## config.mk

```make
export PLATFORM = sky130hd
export DESIGN_NAME = ifap_port
export DESIGN_NICKNAME = d
export VERILOG_FILES = /design/src/inc/ifap_pkg.sv /design/src/inc/ifap_ptr_if.sv /design/src/core/ifap_port.sv /design/src/core/ifap_sync.sv /design/src/core/ifap_seq_ptr.sv
export SDC_FILE = /design/constraint.sdc
export NUM_CORES = 1
export LEC_CHECK = 0
export BUFFER_PORTS_ARGS = -buffer_cell sky130_fd_sc_hd__buf_2
export CELL_PAD_IN_SITES_DETAIL_PLACEMENT = 0
export CELL_PAD_IN_SITES_GLOBAL_PLACEMENT = 1
export CORE_ASPECT_RATIO = 1.4
export CORE_MARGIN = 3
export CORE_UTILIZATION = 44
export CTS_CLUSTER_DIAMETER = 120
export CTS_CLUSTER_SIZE = 24
export DETAILED_ROUTE_END_ITERATION = 10
export MAX_ROUTING_LAYER = met4
export PLACE_DENSITY_LB_ADDON = 0.2
export SLEW_MARGIN = 20
export SYNTH_ARGS = -nofsm -noshare
export SYNTH_HDL_FRONTEND = slang
export SYNTH_SLANG_ARGS = --single-unit
```

## constraint.sdc

```tcl
create_clock -name mclk -period 13.3 [get_ports mclk]
set_input_delay 0.665 -clock mclk [delete_from_list [all_inputs] [get_ports mclk]]
set_output_delay 0.665 -clock mclk [all_outputs]
set_load 0.01 [all_outputs]
```

## src/inc/ifap_pkg.sv

```systemverilog
// Constants shared by the frame access port: page offsets, I/O ports, reset values and codes
`default_nettype none
package ifap_pkg;
  // ----------------------------------------
  // Page offsets of the host-visible locations
  // ----------------------------------------
  localparam logic [11:0] PG_RX_EVENT = 12'h124;
  localparam logic [11:0] PG_MEM_BASE = 12'h348;
  localparam logic [11:0] PG_IO_BASE = 12'h360;
  localparam logic [11:0] PG_IRQ_SEL = 12'h370;
  localparam logic [11:0] PG_DMA_SEL = 12'h374;
  localparam logic [11:0] PG_RX_STATUS = 12'h400;
  localparam logic [11:0] PG_RX_LENGTH = 12'h402;
  localparam logic [11:0] PG_RX_FRAME = 12'h404;
  localparam logic [11:0] PG_TX_FRAME = 12'ha00;
  // ----------------------------------------
  // Receive block layout
  // ----------------------------------------
  localparam logic [15:0] RX_HDR_BYTES = 16'h0004;
  localparam logic [11:0] RX_RANDOM_BYTES = 12'h076;
  localparam logic [15:0] CRC_BYTES = 16'h0004;
  // ----------------------------------------
  // I/O port index (address bits 3:1)
  // ----------------------------------------
  localparam logic [2:0] IOP_DATA = 3'h0;
  localparam logic [2:0] IOP_ISQ = 3'h4;
  localparam logic [2:0] IOP_PTR = 3'h5;
  localparam logic [2:0] IOP_PDATA0 = 3'h6;
  localparam logic [2:0] IOP_PDATA1 = 3'h7;
  localparam int PTR_AUTOINC_BIT = 15;
  // ----------------------------------------
  // Reset values and codes
  // ----------------------------------------
  localparam logic [15:0] REG_RESET = 16'h0000;
  localparam logic [47:0] PIN_RESET = 48'h0000_001f_0000;
  localparam logic [3:0] DMA_FIRST = 4'h5;
  localparam logic [3:0] DMA_LAST = 4'h7;
  typedef enum logic [1:0] {
    ST_IDLE = 2'b00,
    ST_FETCH = 2'b01,
    ST_DRIVE = 2'b10,
    ST_WAIT = 2'b11
  } ifap_state_e;
endpackage
`default_nettype wire

```

## src/inc/ifap_ptr_if.sv

```systemverilog
// Control and value of one sequential byte pointer
`default_nettype none
interface ifap_ptr_if #(parameter int W = 16);
  logic clear;
  logic step;
  logic two;
  logic [W-1:0] ptr;
  modport owner (output clear, output step, output two, input ptr);
  modport counter (input clear, input step, input two, output ptr);
endinterface
`default_nettype wire

```

## src/core/ifap_port.sv

```systemverilog
// Host bus access port: resource registers, receive and transmit frame windows
`default_nettype none
// Function
// - Memory decoding off while memory base is zero; resets to zero without EEPROM.
// - I/O base starts sixteen port bytes; I/O decoding off while it is zero.
// - Resource registers load from EEPROM when found, else reset to zero.
// - Interrupt drives the request line numbered by the select register, valid codes only.
// - Select low bits zero: all interrupt outputs floating, no interrupts.
// - DMA select 5 to 7 uses that channel; 8 floats every request.
// - DMA select resets to zero; DMA interface stays inactive meanwhile.
// - Exactly one receive and one transmit frame are visible at a time.
// - I/O data port returns status, length, then frame data in sequence.
// - Memory mode receive block: status 400h, length 402h, data from 404h.
// - Random even word reads in first 118 bytes; everything else sequential.
// - Event register mirrors receive status and clears when read.
// - Length includes CRC only when CRC is kept in the buffer.
// - Frame released on event read, skip command, or fully read.
// - Transmit data taken by sequential writes from offset 0A00h.
// - Word and byte transfers in I/O and memory space on 16-bit bus.
// - Memory cycle claimed on LA/SA base match, enable set, no refresh or AEN.
// - I/O mode has eight 16-bit ports; data port at offset zero.
module ifap_port #(
  parameter int BUF_AW = 12
) (
  // Clock and reset
  input wire logic mclk,
  input wire logic reset,
  // Host bus pins
  input wire logic [16:0] sa,
  input wire logic [23:17] la,
  input wire logic bale,
  input wire logic aen,
  input wire logic refresh,
  input wire logic ior_n,
  input wire logic iow_n,
  input wire logic memr_n,
  input wire logic memw_n,
  input wire logic sbhe_n,
  input wire logic [15:0] sd_in,
  output logic [15:0] sd_out,
  output logic sd_oe,
  // Interrupt and DMA pins
  output logic [15:0] irq_out,
  output logic [15:0] irq_oe,
  output logic [7:5] drq_out,
  output logic [7:5] drq_oe,
  // EEPROM load
  input wire logic ee_load,
  input wire logic [15:0] ee_mem_base,
  input wire logic [15:0] ee_io_base,
  input wire logic [15:0] ee_irq_sel,
  input wire logic [15:0] ee_dma_sel,
  // Core configuration and requests
  input wire logic memory_space_enable,
  input wire logic keep_crc_in_buffer,
  input wire logic irq_req,
  input wire logic dma_req,
  // Receive frame from the buffer
  input wire logic rx_new,
  input wire logic [15:0] rx_status,
  input wire logic [15:0] rx_len_raw,
  input wire logic skip_cmd,
  input wire logic [15:0] rx_rd_data,
  output logic [BUF_AW-1:0] rx_rd_addr,
  output logic rx_release,
  // Transmit frame to the buffer
  input wire logic tx_new,
  output logic tx_wr_en,
  output logic [BUF_AW-1:0] tx_wr_addr,
  output logic [15:0] tx_wr_data,
  output logic [1:0] tx_wr_be
);
  generate
    if (BUF_AW < 8 || BUF_AW > 16) begin : g_bad_aw
      $error("ifap_port: BUF_AW must be 8 to 16");
    end
  endgenerate

  // ----------------------------------------
  // Pin synchronisation and address latch
  // ----------------------------------------
  logic [47:0] syn;
  logic [16:0] s_sa;
  logic [6:0] s_la;
  logic s_bale, s_aen, s_refresh, s_ior_n, s_iow_n, s_memr_n, s_memw_n, s_sbhe_n;
  logic [15:0] s_sd;
  logic [6:0] la_q;

  ifap_sync #(.W(48), .RST(ifap_pkg::PIN_RESET)) u_sync (
    .mclk(mclk),
    .reset(reset),
    .d({sa, la, bale, aen, refresh, ior_n, iow_n, memr_n, memw_n, sbhe_n, sd_in}),
    .q(syn)
  );
  assign {s_sa, s_la, s_bale, s_aen, s_refresh, s_ior_n, s_iow_n, s_memr_n, s_memw_n, s_sbhe_n, s_sd} = syn;

  always_ff @(posedge mclk or posedge reset) begin
    if (reset) begin
      la_q <= '0;
    end else if (s_bale) begin
      la_q <= s_la;
    end
  end

  // ----------------------------------------
  // Registers
  // ----------------------------------------
  logic [15:0] memory_window_base, io_window_base, interrupt_line_select, dma_channel_select;
  logic [15:0] page_ptr;
  logic [15:0] rx_event;
  logic rx_avail;
  ifap_pkg::ifap_state_e st;
  logic sel_frame, src_odd, acc_word, acc_odd;
  logic [15:0] hold_word;

  // ----------------------------------------
  // Decode
  // ----------------------------------------
  logic io_hit, mem_hit, rd_req, wr_req, is_word, data_port, pdata;
  logic [2:0] io_port;
  logic [11:0] pa;
  logic [1:0] lanes;
  logic rx_zone, tx_zone, rx_rand, rx_step, tx_step, seq_end, ev_read, release_now;
  logic [15:0] len_shown, blk, blk_next, reg_word;

  ifap_ptr_if #(.W(16)) rx_p ();
  ifap_ptr_if #(.W(16)) tx_p ();
  ifap_seq_ptr #(.W(16)) u_rx_ptr (.mclk(mclk), .reset(reset), .p(rx_p));
  ifap_seq_ptr #(.W(16)) u_tx_ptr (.mclk(mclk), .reset(reset), .p(tx_p));

  assign io_hit = !s_aen && io_window_base != 16'h0000 && s_sa[15:4] == io_window_base[15:4];
  assign mem_hit = memory_window_base != 16'h0000 && memory_space_enable && !s_refresh && !s_aen
    && la_q == memory_window_base[15:9] && s_sa[16:12] == memory_window_base[8:4];
  assign rd_req = (mem_hit && !s_memr_n) || (io_hit && !mem_hit && !s_ior_n);
  assign wr_req = (mem_hit && !s_memw_n) || (io_hit && !mem_hit && !s_iow_n);
  assign is_word = !s_sbhe_n && !s_sa[0];
  assign lanes = is_word ? 2'b11 : (s_sa[0] ? 2'b10 : 2'b01);
  assign io_port = s_sa[3:1];
  assign data_port = !mem_hit && io_port == ifap_pkg::IOP_DATA;
  assign pdata = !mem_hit && (io_port == ifap_pkg::IOP_PDATA0 || io_port == ifap_pkg::IOP_PDATA1);

  always_comb begin
    pa = 12'h000;
    if (mem_hit) begin
      pa = s_sa[11:0];
    end else begin
      case (io_port)
        ifap_pkg::IOP_PDATA0: pa = page_ptr[11:0];
        ifap_pkg::IOP_PDATA1: pa = page_ptr[11:0] + 12'h002;
        ifap_pkg::IOP_ISQ: pa = ifap_pkg::PG_RX_EVENT;
        default: pa = 12'h000;
      endcase
    end
  end

  assign rx_zone = data_port || ((mem_hit || pdata) && pa >= ifap_pkg::PG_RX_STATUS && pa < ifap_pkg::PG_TX_FRAME);
  assign tx_zone = data_port || ((mem_hit || pdata) && pa >= ifap_pkg::PG_TX_FRAME);
  assign rx_rand = mem_hit && is_word && !pa[0] && pa < ifap_pkg::PG_RX_FRAME + ifap_pkg::RX_RANDOM_BYTES;
  assign len_shown = keep_crc_in_buffer ? rx_len_raw : rx_len_raw - ifap_pkg::CRC_BYTES;
  assign blk = rx_rand ? {4'h0, pa - ifap_pkg::PG_RX_STATUS} : rx_p.ptr;
  assign blk_next = rx_p.ptr + (is_word ? 16'h0002 : 16'h0001);
  assign seq_end = blk_next >= len_shown + ifap_pkg::RX_HDR_BYTES;
  assign rx_step = st == ifap_pkg::ST_IDLE && rd_req && rx_zone && rx_avail && !rx_rand;
  assign tx_step = st == ifap_pkg::ST_IDLE && wr_req && tx_zone;
  assign ev_read = st == ifap_pkg::ST_IDLE && rd_req && !rx_zone && pa == ifap_pkg::PG_RX_EVENT;
  assign release_now = (rx_step && seq_end) || (ev_read && rx_avail) || skip_cmd;

  assign rx_p.clear = rx_new || release_now;
  assign rx_p.step = rx_step;
  assign rx_p.two = is_word;
  assign tx_p.clear = tx_new;
  assign tx_p.step = tx_step;
  assign tx_p.two = is_word;

  always_comb begin
    reg_word = 16'h0000;
    if (!mem_hit && io_port == ifap_pkg::IOP_PTR) begin
      reg_word = page_ptr;
    end else begin
      case (pa)
        ifap_pkg::PG_MEM_BASE: reg_word = memory_window_base;
        ifap_pkg::PG_IO_BASE: reg_word = io_window_base;
        ifap_pkg::PG_IRQ_SEL: reg_word = interrupt_line_select;
        ifap_pkg::PG_DMA_SEL: reg_word = dma_channel_select;
        ifap_pkg::PG_RX_EVENT: reg_word = rx_event;
        default: reg_word = 16'h0000;
      endcase
    end
  end

  function automatic logic [15:0] lane_write(input logic [15:0] old, input logic [15:0] d, input logic [1:0] be);
    lane_write = {be[1] ? d[15:8] : old[15:8], be[0] ? d[7:0] : old[7:0]};
  endfunction

  function automatic logic [15:0] place(input logic [15:0] w, input logic word, input logic so, input logic dodd);
    logic [7:0] b;
    b = so ? w[15:8] : w[7:0];
    if (word) begin
      place = w;
    end else begin
      place = dodd ? {b, 8'h00} : {8'h00, b};
    end
  endfunction

  // ----------------------------------------
  // Resource registers
  // ----------------------------------------
  logic reg_wr;
  assign reg_wr = st == ifap_pkg::ST_IDLE && wr_req && !tx_zone && (mem_hit || pdata);

  always_ff @(posedge mclk or posedge reset) begin
    if (reset) begin
      memory_window_base <= ifap_pkg::REG_RESET;
      io_window_base <= ifap_pkg::REG_RESET;
      interrupt_line_select <= ifap_pkg::REG_RESET;
      dma_channel_select <= ifap_pkg::REG_RESET;
    end else if (ee_load) begin
      memory_window_base <= ee_mem_base;
      io_window_base <= ee_io_base;
      interrupt_line_select <= ee_irq_sel;
      dma_channel_select <= ee_dma_sel;
    end else if (reg_wr) begin
      case (pa)
        ifap_pkg::PG_MEM_BASE: memory_window_base <= lane_write(memory_window_base, s_sd, lanes);
        ifap_pkg::PG_IO_BASE: io_window_base <= lane_write(io_window_base, s_sd, lanes);
        ifap_pkg::PG_IRQ_SEL: interrupt_line_select <= lane_write(interrupt_line_select, s_sd, lanes);
        ifap_pkg::PG_DMA_SEL: dma_channel_select <= lane_write(dma_channel_select, s_sd, lanes);
        default: ;
      endcase
    end
  end

  // Page pointer with auto-increment after each page data port access
  always_ff @(posedge mclk or posedge reset) begin
    if (reset) begin
      page_ptr <= ifap_pkg::REG_RESET;
    end else if (st == ifap_pkg::ST_IDLE && wr_req && !mem_hit && io_port == ifap_pkg::IOP_PTR) begin
      page_ptr <= lane_write(page_ptr, s_sd, lanes);
    end else if (st == ifap_pkg::ST_IDLE && (rd_req || wr_req) && pdata && page_ptr[ifap_pkg::PTR_AUTOINC_BIT]) begin
      page_ptr[11:0] <= page_ptr[11:0] + 12'h002;
    end
  end

  // ----------------------------------------
  // Current receive frame
  // ----------------------------------------
  always_ff @(posedge mclk or posedge reset) begin
    if (reset) begin
      rx_avail <= 1'b0;
      rx_event <= 16'h0000;
      rx_release <= 1'b0;
    end else begin
      rx_release <= release_now;
      if (rx_new) begin
        rx_avail <= 1'b1;
      end else if (release_now) begin
        rx_avail <= 1'b0;
      end
      if (rx_new) begin
        rx_event <= rx_status;
      end else if (ev_read) begin
        rx_event <= 16'h0000;
      end
    end
  end

  // ----------------------------------------
  // Bus cycle sequencer
  // ----------------------------------------
  logic strobes_idle;
  assign strobes_idle = s_ior_n && s_iow_n && s_memr_n && s_memw_n;

  always_ff @(posedge mclk or posedge reset) begin
    if (reset) begin
      st <= ifap_pkg::ST_IDLE;
      sd_oe <= 1'b0;
      sd_out <= 16'h0000;
      sel_frame <= 1'b0;
      src_odd <= 1'b0;
      acc_word <= 1'b0;
      acc_odd <= 1'b0;
      hold_word <= 16'h0000;
      rx_rd_addr <= '0;
    end else begin
      case (st)
        ifap_pkg::ST_IDLE: begin
          if (rd_req) begin
            st <= ifap_pkg::ST_FETCH;
            sd_oe <= 1'b1;
            acc_word <= is_word;
            acc_odd <= s_sa[0];
            sel_frame <= rx_zone && rx_avail && blk >= ifap_pkg::RX_HDR_BYTES;
            src_odd <= rx_zone ? blk[0] : s_sa[0];
            rx_rd_addr <= BUF_AW'(blk - ifap_pkg::RX_HDR_BYTES);
            if (!rx_zone) begin
              hold_word <= reg_word;
            end else if (!rx_avail) begin
              hold_word <= 16'h0000;
            end else begin
              hold_word <= blk[1] ? len_shown : rx_status;
            end
          end else if (wr_req) begin
            st <= ifap_pkg::ST_WAIT;
          end
        end
        ifap_pkg::ST_FETCH: begin
          sd_out <= place(sel_frame ? rx_rd_data : hold_word, acc_word, src_odd, acc_odd);
          st <= ifap_pkg::ST_DRIVE;
        end
        ifap_pkg::ST_DRIVE: begin
          if (strobes_idle) begin
            sd_oe <= 1'b0;
            st <= ifap_pkg::ST_IDLE;
          end
        end
        ifap_pkg::ST_WAIT: begin
          if (strobes_idle) begin
            st <= ifap_pkg::ST_IDLE;
          end
        end
        default: st <= ifap_pkg::ST_IDLE;
      endcase
    end
  end

  // ----------------------------------------
  // Transmit window writes
  // ----------------------------------------
  logic [7:0] wr_byte;
  assign wr_byte = s_sa[0] ? s_sd[15:8] : s_sd[7:0];

  always_ff @(posedge mclk or posedge reset) begin
    if (reset) begin
      tx_wr_en <= 1'b0;
      tx_wr_addr <= '0;
      tx_wr_data <= 16'h0000;
      tx_wr_be <= 2'b00;
    end else begin
      tx_wr_en <= tx_step;
      if (tx_step) begin
        tx_wr_addr <= tx_p.ptr[BUF_AW-1:0];
        tx_wr_data <= is_word ? s_sd : {wr_byte, wr_byte};
        tx_wr_be <= is_word ? 2'b11 : (tx_p.ptr[0] ? 2'b10 : 2'b01);
      end
    end
  end

  // ----------------------------------------
  // Interrupt and DMA line steering
  // ----------------------------------------
  function automatic logic irq_code_ok(input logic [3:0] n);
    case (n)
      4'h3, 4'h4, 4'h5, 4'h6, 4'h7, 4'h9, 4'ha, 4'hb, 4'hc, 4'he, 4'hf: irq_code_ok = 1'b1;
      default: irq_code_ok = 1'b0;
    endcase
  endfunction

  genvar gi;
  generate
    for (gi = 0; gi < 16; gi++) begin : g_irq
      always_ff @(posedge mclk or posedge reset) begin
        if (reset) begin
          irq_oe[gi] <= 1'b0;
          irq_out[gi] <= 1'b0;
        end else begin
          irq_oe[gi] <= irq_code_ok(interrupt_line_select[3:0]) && interrupt_line_select[3:0] == 4'(gi);
          irq_out[gi] <= irq_req && irq_code_ok(interrupt_line_select[3:0]) && interrupt_line_select[3:0] == 4'(gi);
        end
      end
    end
    for (gi = 5; gi < 8; gi++) begin : g_drq
      always_ff @(posedge mclk or posedge reset) begin
        if (reset) begin
          drq_oe[gi] <= 1'b0;
          drq_out[gi] <= 1'b0;
        end else begin
          drq_oe[gi] <= dma_channel_select[3:0] == 4'(gi) && dma_channel_select[15:4] == 12'h000;
          drq_out[gi] <= dma_req && dma_channel_select[3:0] == 4'(gi) && dma_channel_select[15:4] == 12'h000;
        end
      end
    end
  endgenerate
endmodule
`default_nettype wire

```

## src/core/ifap_sync.sv

```systemverilog
// Two-stage synchroniser for the bus pins
`default_nettype none
module ifap_sync #(
  parameter int W = 48,
  parameter logic [W-1:0] RST = '0
) (
  // Clock and reset
  input wire logic mclk,
  input wire logic reset,
  // Pins in, synchronised out
  input wire logic [W-1:0] d,
  output logic [W-1:0] q
);
  logic [W-1:0] meta;

  always_ff @(posedge mclk or posedge reset) begin
    if (reset) begin
      meta <= RST;
      q <= RST;
    end else begin
      meta <= d;
      q <= meta;
    end
  end
endmodule
`default_nettype wire

```

## src/core/ifap_seq_ptr.sv

```systemverilog
// Sequential byte pointer that steps by one or two bytes
`default_nettype none
module ifap_seq_ptr #(
  parameter int W = 16
) (
  // Clock and reset
  input wire logic mclk,
  input wire logic reset,
  // Pointer control
  ifap_ptr_if.counter p
);
  generate
    if (W < 4 || W > 16) begin : g_bad_width
      $error("ifap_seq_ptr: W must be 4 to 16");
    end
  endgenerate

  always_ff @(posedge mclk or posedge reset) begin
    if (reset) begin
      p.ptr <= '0;
    end else if (p.clear) begin
      p.ptr <= '0;
    end else if (p.step) begin
      p.ptr <= p.ptr + (p.two ? W'(2) : W'(1));
    end
  end
endmodule
`default_nettype wire

```

Word-level counts from Yosys, hierarchy flattened
Memory sizes are Yosys's and may differ from the RTL's.
Index checks and enable logic that the tools add are counted.
{"block": "op_classes", "magnitude_cmp": 6, "mux": 53, "reduce_logical": 158, "n_div": 0, "eq_ne": 39, "n_shift": 0, "mul": 0, "bitwise_logic": 0, "addsub": 7}
{"cell": "$mux 16", "count": 28}
{"cell": "$logic_and 1x1->1", "count": 101}
{"cell": "$pmux 16 s5", "count": 1}
{"cell": "$eq 12x10->1 const B", "count": 4}
{"cell": "$mux 12", "count": 3}
{"cell": "$pmux 12 s3", "count": 1}
{"cell": "$add 16x16->16", "count": 2}
{"cell": "$eq 4x4->1 const B", "count": 8}
{"cell": "$mux 8", "count": 4}
{"cell": "$reduce_bool 16->1", "count": 2}
{"cell": "$eq 4x3->1 const B", "count": 7}
{"cell": "$reduce_and 3->1", "count": 9}
{"cell": "$reduce_bool 2->1", "count": 13}
{"cell": "$add 16x3->16 const B", "count": 1}
{"cell": "$ge 16x16->1", "count": 1}
{"cell": "$ge 16x3->1 const B", "count": 1}
{"cell": "$mux 2", "count": 8}
{"cell": "$sub 16x3->16 const B", "count": 1}
{"cell": "$logic_not 1->1", "count": 13}
{"cell": "$add 12x2->12 const B", "count": 1}
{"cell": "$eq 12x12->1", "count": 1}
{"cell": "$eq 12x9->1 const B", "count": 1}
{"cell": "$eq 3x3->1 const B", "count": 4}
{"cell": "$ge 12x11->1 const B", "count": 1}
{"cell": "other kinds (25)", "count": 47}
{"block": "word_totals", "word_cells": 365, "latchBits": 0, "in_bits": 170, "n_memories": 32, "rom_bits": 512, "mem_bits_rw": 0, "reg_bits": 353}
{"memory": "(name not given)", "depth": 16, "width": 1, "read_ports": 1, "rd_ports_with_merged_regs": 0, "wr": 0, "line": "ifap_port.sv:352", "text": "case (n)"}
{"memory": "(name not given)", "depth": 16, "width": 1, "read_ports": 1, "rd_ports_with_merged_regs": 0, "wr": 0, "line": "ifap_port.sv:352"}
{"memory": "(name not given)", "depth": 16, "width": 1, "read_ports": 1, "rd_ports_with_merged_regs": 0, "wr": 0, "line": "ifap_port.sv:352"}
{"memory": "(name not given)", "depth": 16, "width": 1, "read_ports": 1, "rd_ports_with_merged_regs": 0, "wr": 0, "line": "ifap_port.sv:352"}
{"memory": "(name not given)", "depth": 16, "width": 1, "read_ports": 1, "rd_ports_with_merged_regs": 0, "wr": 0, "line": "ifap_port.sv:352"}
{"memory": "(name not given)", "depth": 16, "width": 1, "read_ports": 1, "rd_ports_with_merged_regs": 0, "wr": 0, "line": "ifap_port.sv:352"}
{"memory": "+26 memories"}

Depth between registers and ports, before layout
{"block": "logic_depth", "depth_word": 20, "ltp_mapped": 25, "ltp_nobuf": 21}

By module
Synthesis repeated with hierarchy kept, for this count alone.
{"block": "unflattened", "hier_cells": 1767, "hier_area_um2": 17605.6}
{"module": "ifap_port", "area_per_inst_um2": 13437.9, "n_inst": 1, "cells_per_inst": 1498}
{"module": "ifap_sync", "area_per_inst_um2": 2418.6, "n_inst": 1, "cells_per_inst": 97}
{"module": "ifap_seq_ptr", "area_per_inst_um2": 874.6, "n_inst": 2, "cells_per_inst": 86}

Least setup slack after synthesis
OpenSTA, ideal clock, no wires.
{"block": "synth_timing", "path_kind": "input to register", "startpoint": "input memory_space_enable", "endpoint": "register sel_frame", "t_required_ps": 13167, "n_path_buf": 5, "slack_ps": 7827, "path_stages": 22, "t_arrival_ps": 5340, "path_cell_list": "nor4b_1 > nand2_1 > nor2_1 > buf_2 > buf_1 > nor3_1 > a21o_1 > ha_1 > o31a_1 > nor3_1 > nand2_1 > a41oi_2 > buf_2 > buf_2 > buf_2 > mux2i_1 > ha_1 > nand2_1 > or3_1 > or4_1 > a32oi_1 > o21ai_0"}
{"block": "synth_via", "elab_chain_len": 13, "word_cells_on_any_way": 30}
{"element": "start, declared", "line": "ifap_port.sv:54", "text": "input wire logic memory_space_enable,"}
{"element": "$logic_and 1x1->1 * (3 in series)", "line": "ifap_port.sv:132", "text": "assign mem_hit = memory_window_base != 16'h0000 && memory_space_enable && !s_refresh && !s_aen"}
{"element": "$logic_and 1x1->1 * (2 in series)", "line": "ifap_port.sv:133", "text": "&& la_q == memory_window_base[15:9] && s_sa[16:12] == memory_window_base[8:4];"}
{"element": "branches (longest 8 deep; another with $ge 16x3->1)"}
{"element": "end signal, assigned", "line": "ifap_port.sv:292", "text": "sel_frame <= rx_zone && rx_avail && blk >= ifap_pkg::RX_HDR_BYTES;"}
{"element": "end, declared", "line": "ifap_port.sv:113", "text": "logic sel_frame, src_odd, acc_word, acc_odd;"}
Every way passes the cells marked *.
A chain may end at the register's enable or synchronous reset.

Worst setup path in the final report
{"block": "layout_timing", "startpoint": "register memory_window_base[13]", "endpoint": "register sel_frame"}
{"block": "layout_via", "elab_chain_len": 14, "word_cells_on_any_way": 32}
{"element": "start, declared", "line": "ifap_port.sv:108", "text": "logic [15:0] memory_window_base, io_window_base, interrupt_line_select, dma_channel_select;"}
{"element": "start signal, assigned", "line": "ifap_port.sv:213", "text": "memory_window_base <= ifap_pkg::REG_RESET;"}
{"element": "start signal, assigned", "line": "ifap_port.sv:218", "text": "memory_window_base <= ee_mem_base;"}
{"element": "start signal, assigned", "line": "ifap_port.sv:224", "text": "ifap_pkg::PG_MEM_BASE: memory_window_base <= lane_write(memory_window_base, s_sd, lanes);"}
{"element": "$reduce_bool 16->1", "line": "ifap_port.sv:132"}
{"element": "$logic_and 1x1->1 (3 in series)", "line": "ifap_port.sv:132"}
{"element": "$logic_and 1x1->1 * (2 in series)", "line": "ifap_port.sv:133"}
{"element": "branches (longest 8 deep; another with $ge 16x3->1)"}
Marks and branches as above.

==> results.md <==
| Parameter | Value |
|:---|:---|
| Result of the run | finished, final reports clean |
| Largest regs | u_sync.meta: 48 flops, u_sync.q: 48 flops |
| Vertical die dimension | 239 um |
| Clock sink count | 349 |
| Post-route non-filler standard cell count | 2450 |
| DR vias | 14000 |
| Core Util, Final | 51.2% |
| CP Data Required Time | 13700 ps |
| Count of flip-flops with a built-in enable after synthesis | 0 |
| Critical-path cell with the highest stage delay | sky130_fd_sc_hd__or4_1 |
| Area of the mapped netlist | 17100 um^2 |
| Share of the yosys chip area belonging to registers | 51.1% |
| TritonRoute pass-1 iters | 10 |
| Setup repair after global routing missed its margin | no |
| Arrival time of the worst setup path | 6220 ps |
| Largest net degree at the start of global routing | 174 |
| Die Footprint | 41400 um^2 |
| First-iteration detailed-routing DRC count | 1129 |
| Setup crit end kind | flip-flop |
| PwrDens | 100 nW/um^2 |
| Total routing resource utilization after global routing | 26.7% |
| Vias in the first global route | 14000 |
| Count of state elements after synthesis | 349 |
| Crit-path cells | xor2_1 > nor4_2 > nand2_1 > nor2_1 > buf_4 > nor3_1 > a21o_1 > ha_1 > o31a_1 > nor3_1 > nand2_1 > a41oi_4 > buf_4 > mux2_2 > inv_1 > ha_1 > nand2_1 > or3_1 > or4_1 > a32oi_1 > o21ai_0 |
| DP Cell Count | 2422 |
| Hold Fails Final Rpt | 0 |
| Tightest hold margin | 220 ps |
| Register clock-pin slew on the reported worst setup and hold paths | 100 ps |
| Setup slack at placement | 7480 ps |
| Slew margin rel. | 31.6% |
| Worst-case register-to-register setup slack | 7490 ps |
| Post-route DRC | 0 |
| Max Clock Skew | 26.4 ps |
| Clock insertion delay at the later pin of the skew report | 550 ps |
| Startpoint type of the worst setup path | flip-flop |
| Accumulated negative setup slack | 0 ps |
| WL per Instance | 22.3 um |
| Horizontal die dimension | 173 um |
| Number of clock buffers inserted by TritonCTS | 18 |
| Cell area after placement | 18900 um^2 |
| Most instantiated flip-flop cell in the synthesis netlist | sky130_fd_sc_hd__dfrtp_1 |
| Final slew viol count | 0 |
| Overall Power | 1.95 mW |
| RePlAce Congestion | 0.965 |
| Pleak | 8.68 nW |
| # nets final | 2130 |
| Synthesis-to-layout area growth | 13.3% |
| Std-Cell Rows | 84 |
| Number of I/O pins | 269 |
| Number of gates resized after cts | 0 |
| Maximum fanout along the worst path | 48 |
| Root Driver | sky130_fd_sc_hd__clkbuf_16 |
| Area inside the core boundary | 37900 um^2 |
| Number of distinct library cell variants in the gate-level netlist after synthesis | 80 |
| Library cell appearing most often on the critical path | sky130_fd_sc_hd__nand2_1 |
| Area of all placed cells without fillers | 19400 um^2 |
| Least setup slack across all paths after layout | 7490 ps |
| Crit Path Class | flip-flop to flip-flop |
| Hold-fix buffers, CTS | 0 |
| Count of synthesis-stage warnings from yosys | 0 |
| Aggregate routed wire length | 54700 um |
| Worst r2r src | memory_window_base[13]$_DFFE_PP0P_ |
| TritonCTS clock tree | done |
| Fraction of registers with async set or reset after synthesis | 100% |
| Highest clock rate | 172 MHz |
| First-pass GRT wire length | 83500 um |
| Initial core utilization | 45.1% |
| Classification of the worst-slack hold path | input pin to flip-flop |
| Mean area per synthesized cell | 9.97 um^2 |
| Hold path start | sbhe_n |
| Worst-case hold path end point | u_sync.meta[16]$_DFF_PP1_ |
| Remaining antenna violation count after routing | 0 |
| Min-Delay Path Depth | 1 |
| Maximum VDD drop | 95.5 uV |
| Worst stage delay on the critical path | 480 ps |
| Slew at the pin closest to its max-slew limit | 1020 ps |
| Max clock buf depth | 3 |
| HPWL after detailed placement | 41900 um |
| Count of buffers from port buffering | 268 |
| Max-cap viol count | 0 |
| Depth of the CTS H-tree | 1 |
| Antenna violations before repair | 3 |
| Post-CTS repair timing setup buffer count | 0 |
| Proportion of layout cells with a drive suffix above 1 | 20.8% |
| Cell count of the worst reg-to-reg path | 21 |
| Fraction of the cycle the final worst path needs | 43.7% |
| Synthesized instance count | 1717 |
| Remaining global-route overflow | 0 |
| Terminus of the critical flop-to-flop path | sel_frame$_DFFE_PP0P_ |
| Number of vias per cell after detailed routing | 5.69 |
| Minimum clock period | 5810 ps |
| Number of endpoints failing setup at the final stage | 0 |
[area by class of cell]
class                           count  area (um^2)
Inverter                           27          109
Multi-Input combinational cell   1242         7890
Clock inverter                      3         32.5
Fill cell                        3570        18500
Timing Repair Buffer              289         1520
Tap cell                          516          646
Clock buffer                       21          462
Antenna cell                        3         7.51
Sequential cell                   349         8750
[power breakdown]
group / switching (mW) / total, mW / internal (mW) / leakage [nW]
clock: 0.343 / 0.595 / 0.252 / 0.237
sequential: 0.0517 / 1.16 / 1.11 / 4.35
combinational: 0.117 / 0.189 / 0.0720 / 4.09
[Yosys cell counts, drive strengths merged (13+ instances only)]
cell type	number	area [um^2]
a21o	13	97.6
a21oi	143	716
a22o	17	149
a22oi	48	360
and2	13	81.3
and3	14	92.6
buf	33	178
clkbuf	75	282
dfrtp	339	8480
ha	31	388
inv	26	97.6
mux2	47	529
mux2i	27	274
nand2	198	759
nand3	34	175
nand4	19	125
nor2	107	402
nor2b	29	181
nor3	50	265
nor4	28	226
o21ai	148	744
o31ai	18	145
or4	13	97.6
xnor2	54	473
xor2	41	359
[routing by layer]
layer / wire length (um) / GRT usage (%) / vias up
met2: 27100 / 45.0 / 456
li1: - / - / 6568
met1: 22600 / 33.8 / 6828
met3: 2930 / 3.36 / 100
met4: 2000 / 9.00 / 0
met5: 0 / - / -
[cell usage in the layout, fill, tap and decap left out, types with 6 or more instances in the layout]
| cell type | synthesis | final |
|---|---|---|
| sky130_fd_sc_hd__dfrtp_1 | 339 | 339 |
| sky130_fd_sc_hd__buf_2 | 22 | 268 |
| sky130_fd_sc_hd__nand2_1 | 197 | 197 |
| sky130_fd_sc_hd__a21oi_1 | 143 | 142 |
| sky130_fd_sc_hd__o21ai_0 | 139 | 138 |
| sky130_fd_sc_hd__nor2_1 | 107 | 107 |
| sky130_fd_sc_hd__xnor2_1 | 54 | 54 |
| sky130_fd_sc_hd__a22oi_1 | 48 | 48 |
| sky130_fd_sc_hd__nor3_1 | 47 | 47 |
| sky130_fd_sc_hd__mux2_2 | 47 | 47 |
| sky130_fd_sc_hd__xor2_1 | 41 | 41 |
| sky130_fd_sc_hd__nand3_1 | 33 | 33 |
| sky130_fd_sc_hd__ha_1 | 31 | 31 |
| sky130_fd_sc_hd__nor2b_1 | 29 | 29 |
| sky130_fd_sc_hd__mux2i_1 | 26 | 26 |
| sky130_fd_sc_hd__inv_1 | 26 | 25 |
| sky130_fd_sc_hd__nor4_1 | 24 | 24 |
| sky130_fd_sc_hd__buf_4 | 2 | 19 |
| sky130_fd_sc_hd__nand4_1 | 18 | 18 |
| sky130_fd_sc_hd__clkbuf_16 | 0 | 18 |
| sky130_fd_sc_hd__a22o_1 | 17 | 17 |
| sky130_fd_sc_hd__o31ai_1 | 16 | 16 |
| sky130_fd_sc_hd__and2_1 | 13 | 13 |
| sky130_fd_sc_hd__a21o_1 | 13 | 13 |
| sky130_fd_sc_hd__and3_1 | 13 | 13 |
| sky130_fd_sc_hd__or4_1 | 13 | 13 |
| sky130_fd_sc_hd__or3_1 | 12 | 12 |
| sky130_fd_sc_hd__a222oi_1 | 12 | 12 |
| sky130_fd_sc_hd__a32o_1 | 12 | 12 |
| sky130_fd_sc_hd__nand2b_1 | 11 | 11 |
| sky130_fd_sc_hd__conb_1 | 1 | 10 |
| sky130_fd_sc_hd__dfstp_2 | 10 | 10 |
| sky130_fd_sc_hd__a31oi_1 | 12 | 9 |
| sky130_fd_sc_hd__o21ai_1 | 8 | 8 |
| sky130_fd_sc_hd__nand3b_1 | 7 | 7 |
| sky130_fd_sc_hd__nor4b_1 | 6 | 6 |
| sky130_fd_sc_hd__a211oi_1 | 6 | 6 |
| sky130_fd_sc_hd__a31o_2 | 6 | 6 |
[how the worst max path moves through the flow]
stage	end	cells past startpoint	startpoint	slack (ps)
after CTS	sel_frame$_DFFE_PP0P_	21	memory_window_base[13]$_DFFE_PP0P_	7590
after detailed placement	sel_frame$_DFFE_PP0P_	21	memory_space_enable	7480
final	sel_frame$_DFFE_PP0P_	21	memory_window_base[13]$_DFFE_PP0P_	7490
after global placement	sel_frame$_DFFE_PP0P_	21	memory_space_enable	7650
after global routing	rx_rd_addr[10]$_DFFE_PP0P_	23	memory_window_base[14]$_DFFE_PP0P_	7050
after floorplan	acc_odd$_DFFE_PP0P_	1	reset	2970
[cells by family after synthesis]
group | count (synthesis) | synth area share, %
and+or+nand+nor | 555 | 16.2
AOI/OAI and AO/OA | 475 | 17.4
DFF | 349 | 51.1
buffers and inverters | 135 | 3.27
xor gates and xnor gates | 95 | 4.86
muxes | 74 | 4.69
adders and majority gates | 33 | 2.50
other | 1 | 0.0219
[worst max-delay path, delay by kind of cell (launching register included)]
family	cells	cell delay (ps)
and+or+nand+nor	9	2570
buffers and inverters	3	790
AOI/OAI and AO/OA	5	790
DFF	1	460
adders and majority gates	2	440
muxes	1	420
xor gates and xnor gates	1	190
Power figures use the tool's default switching activity.
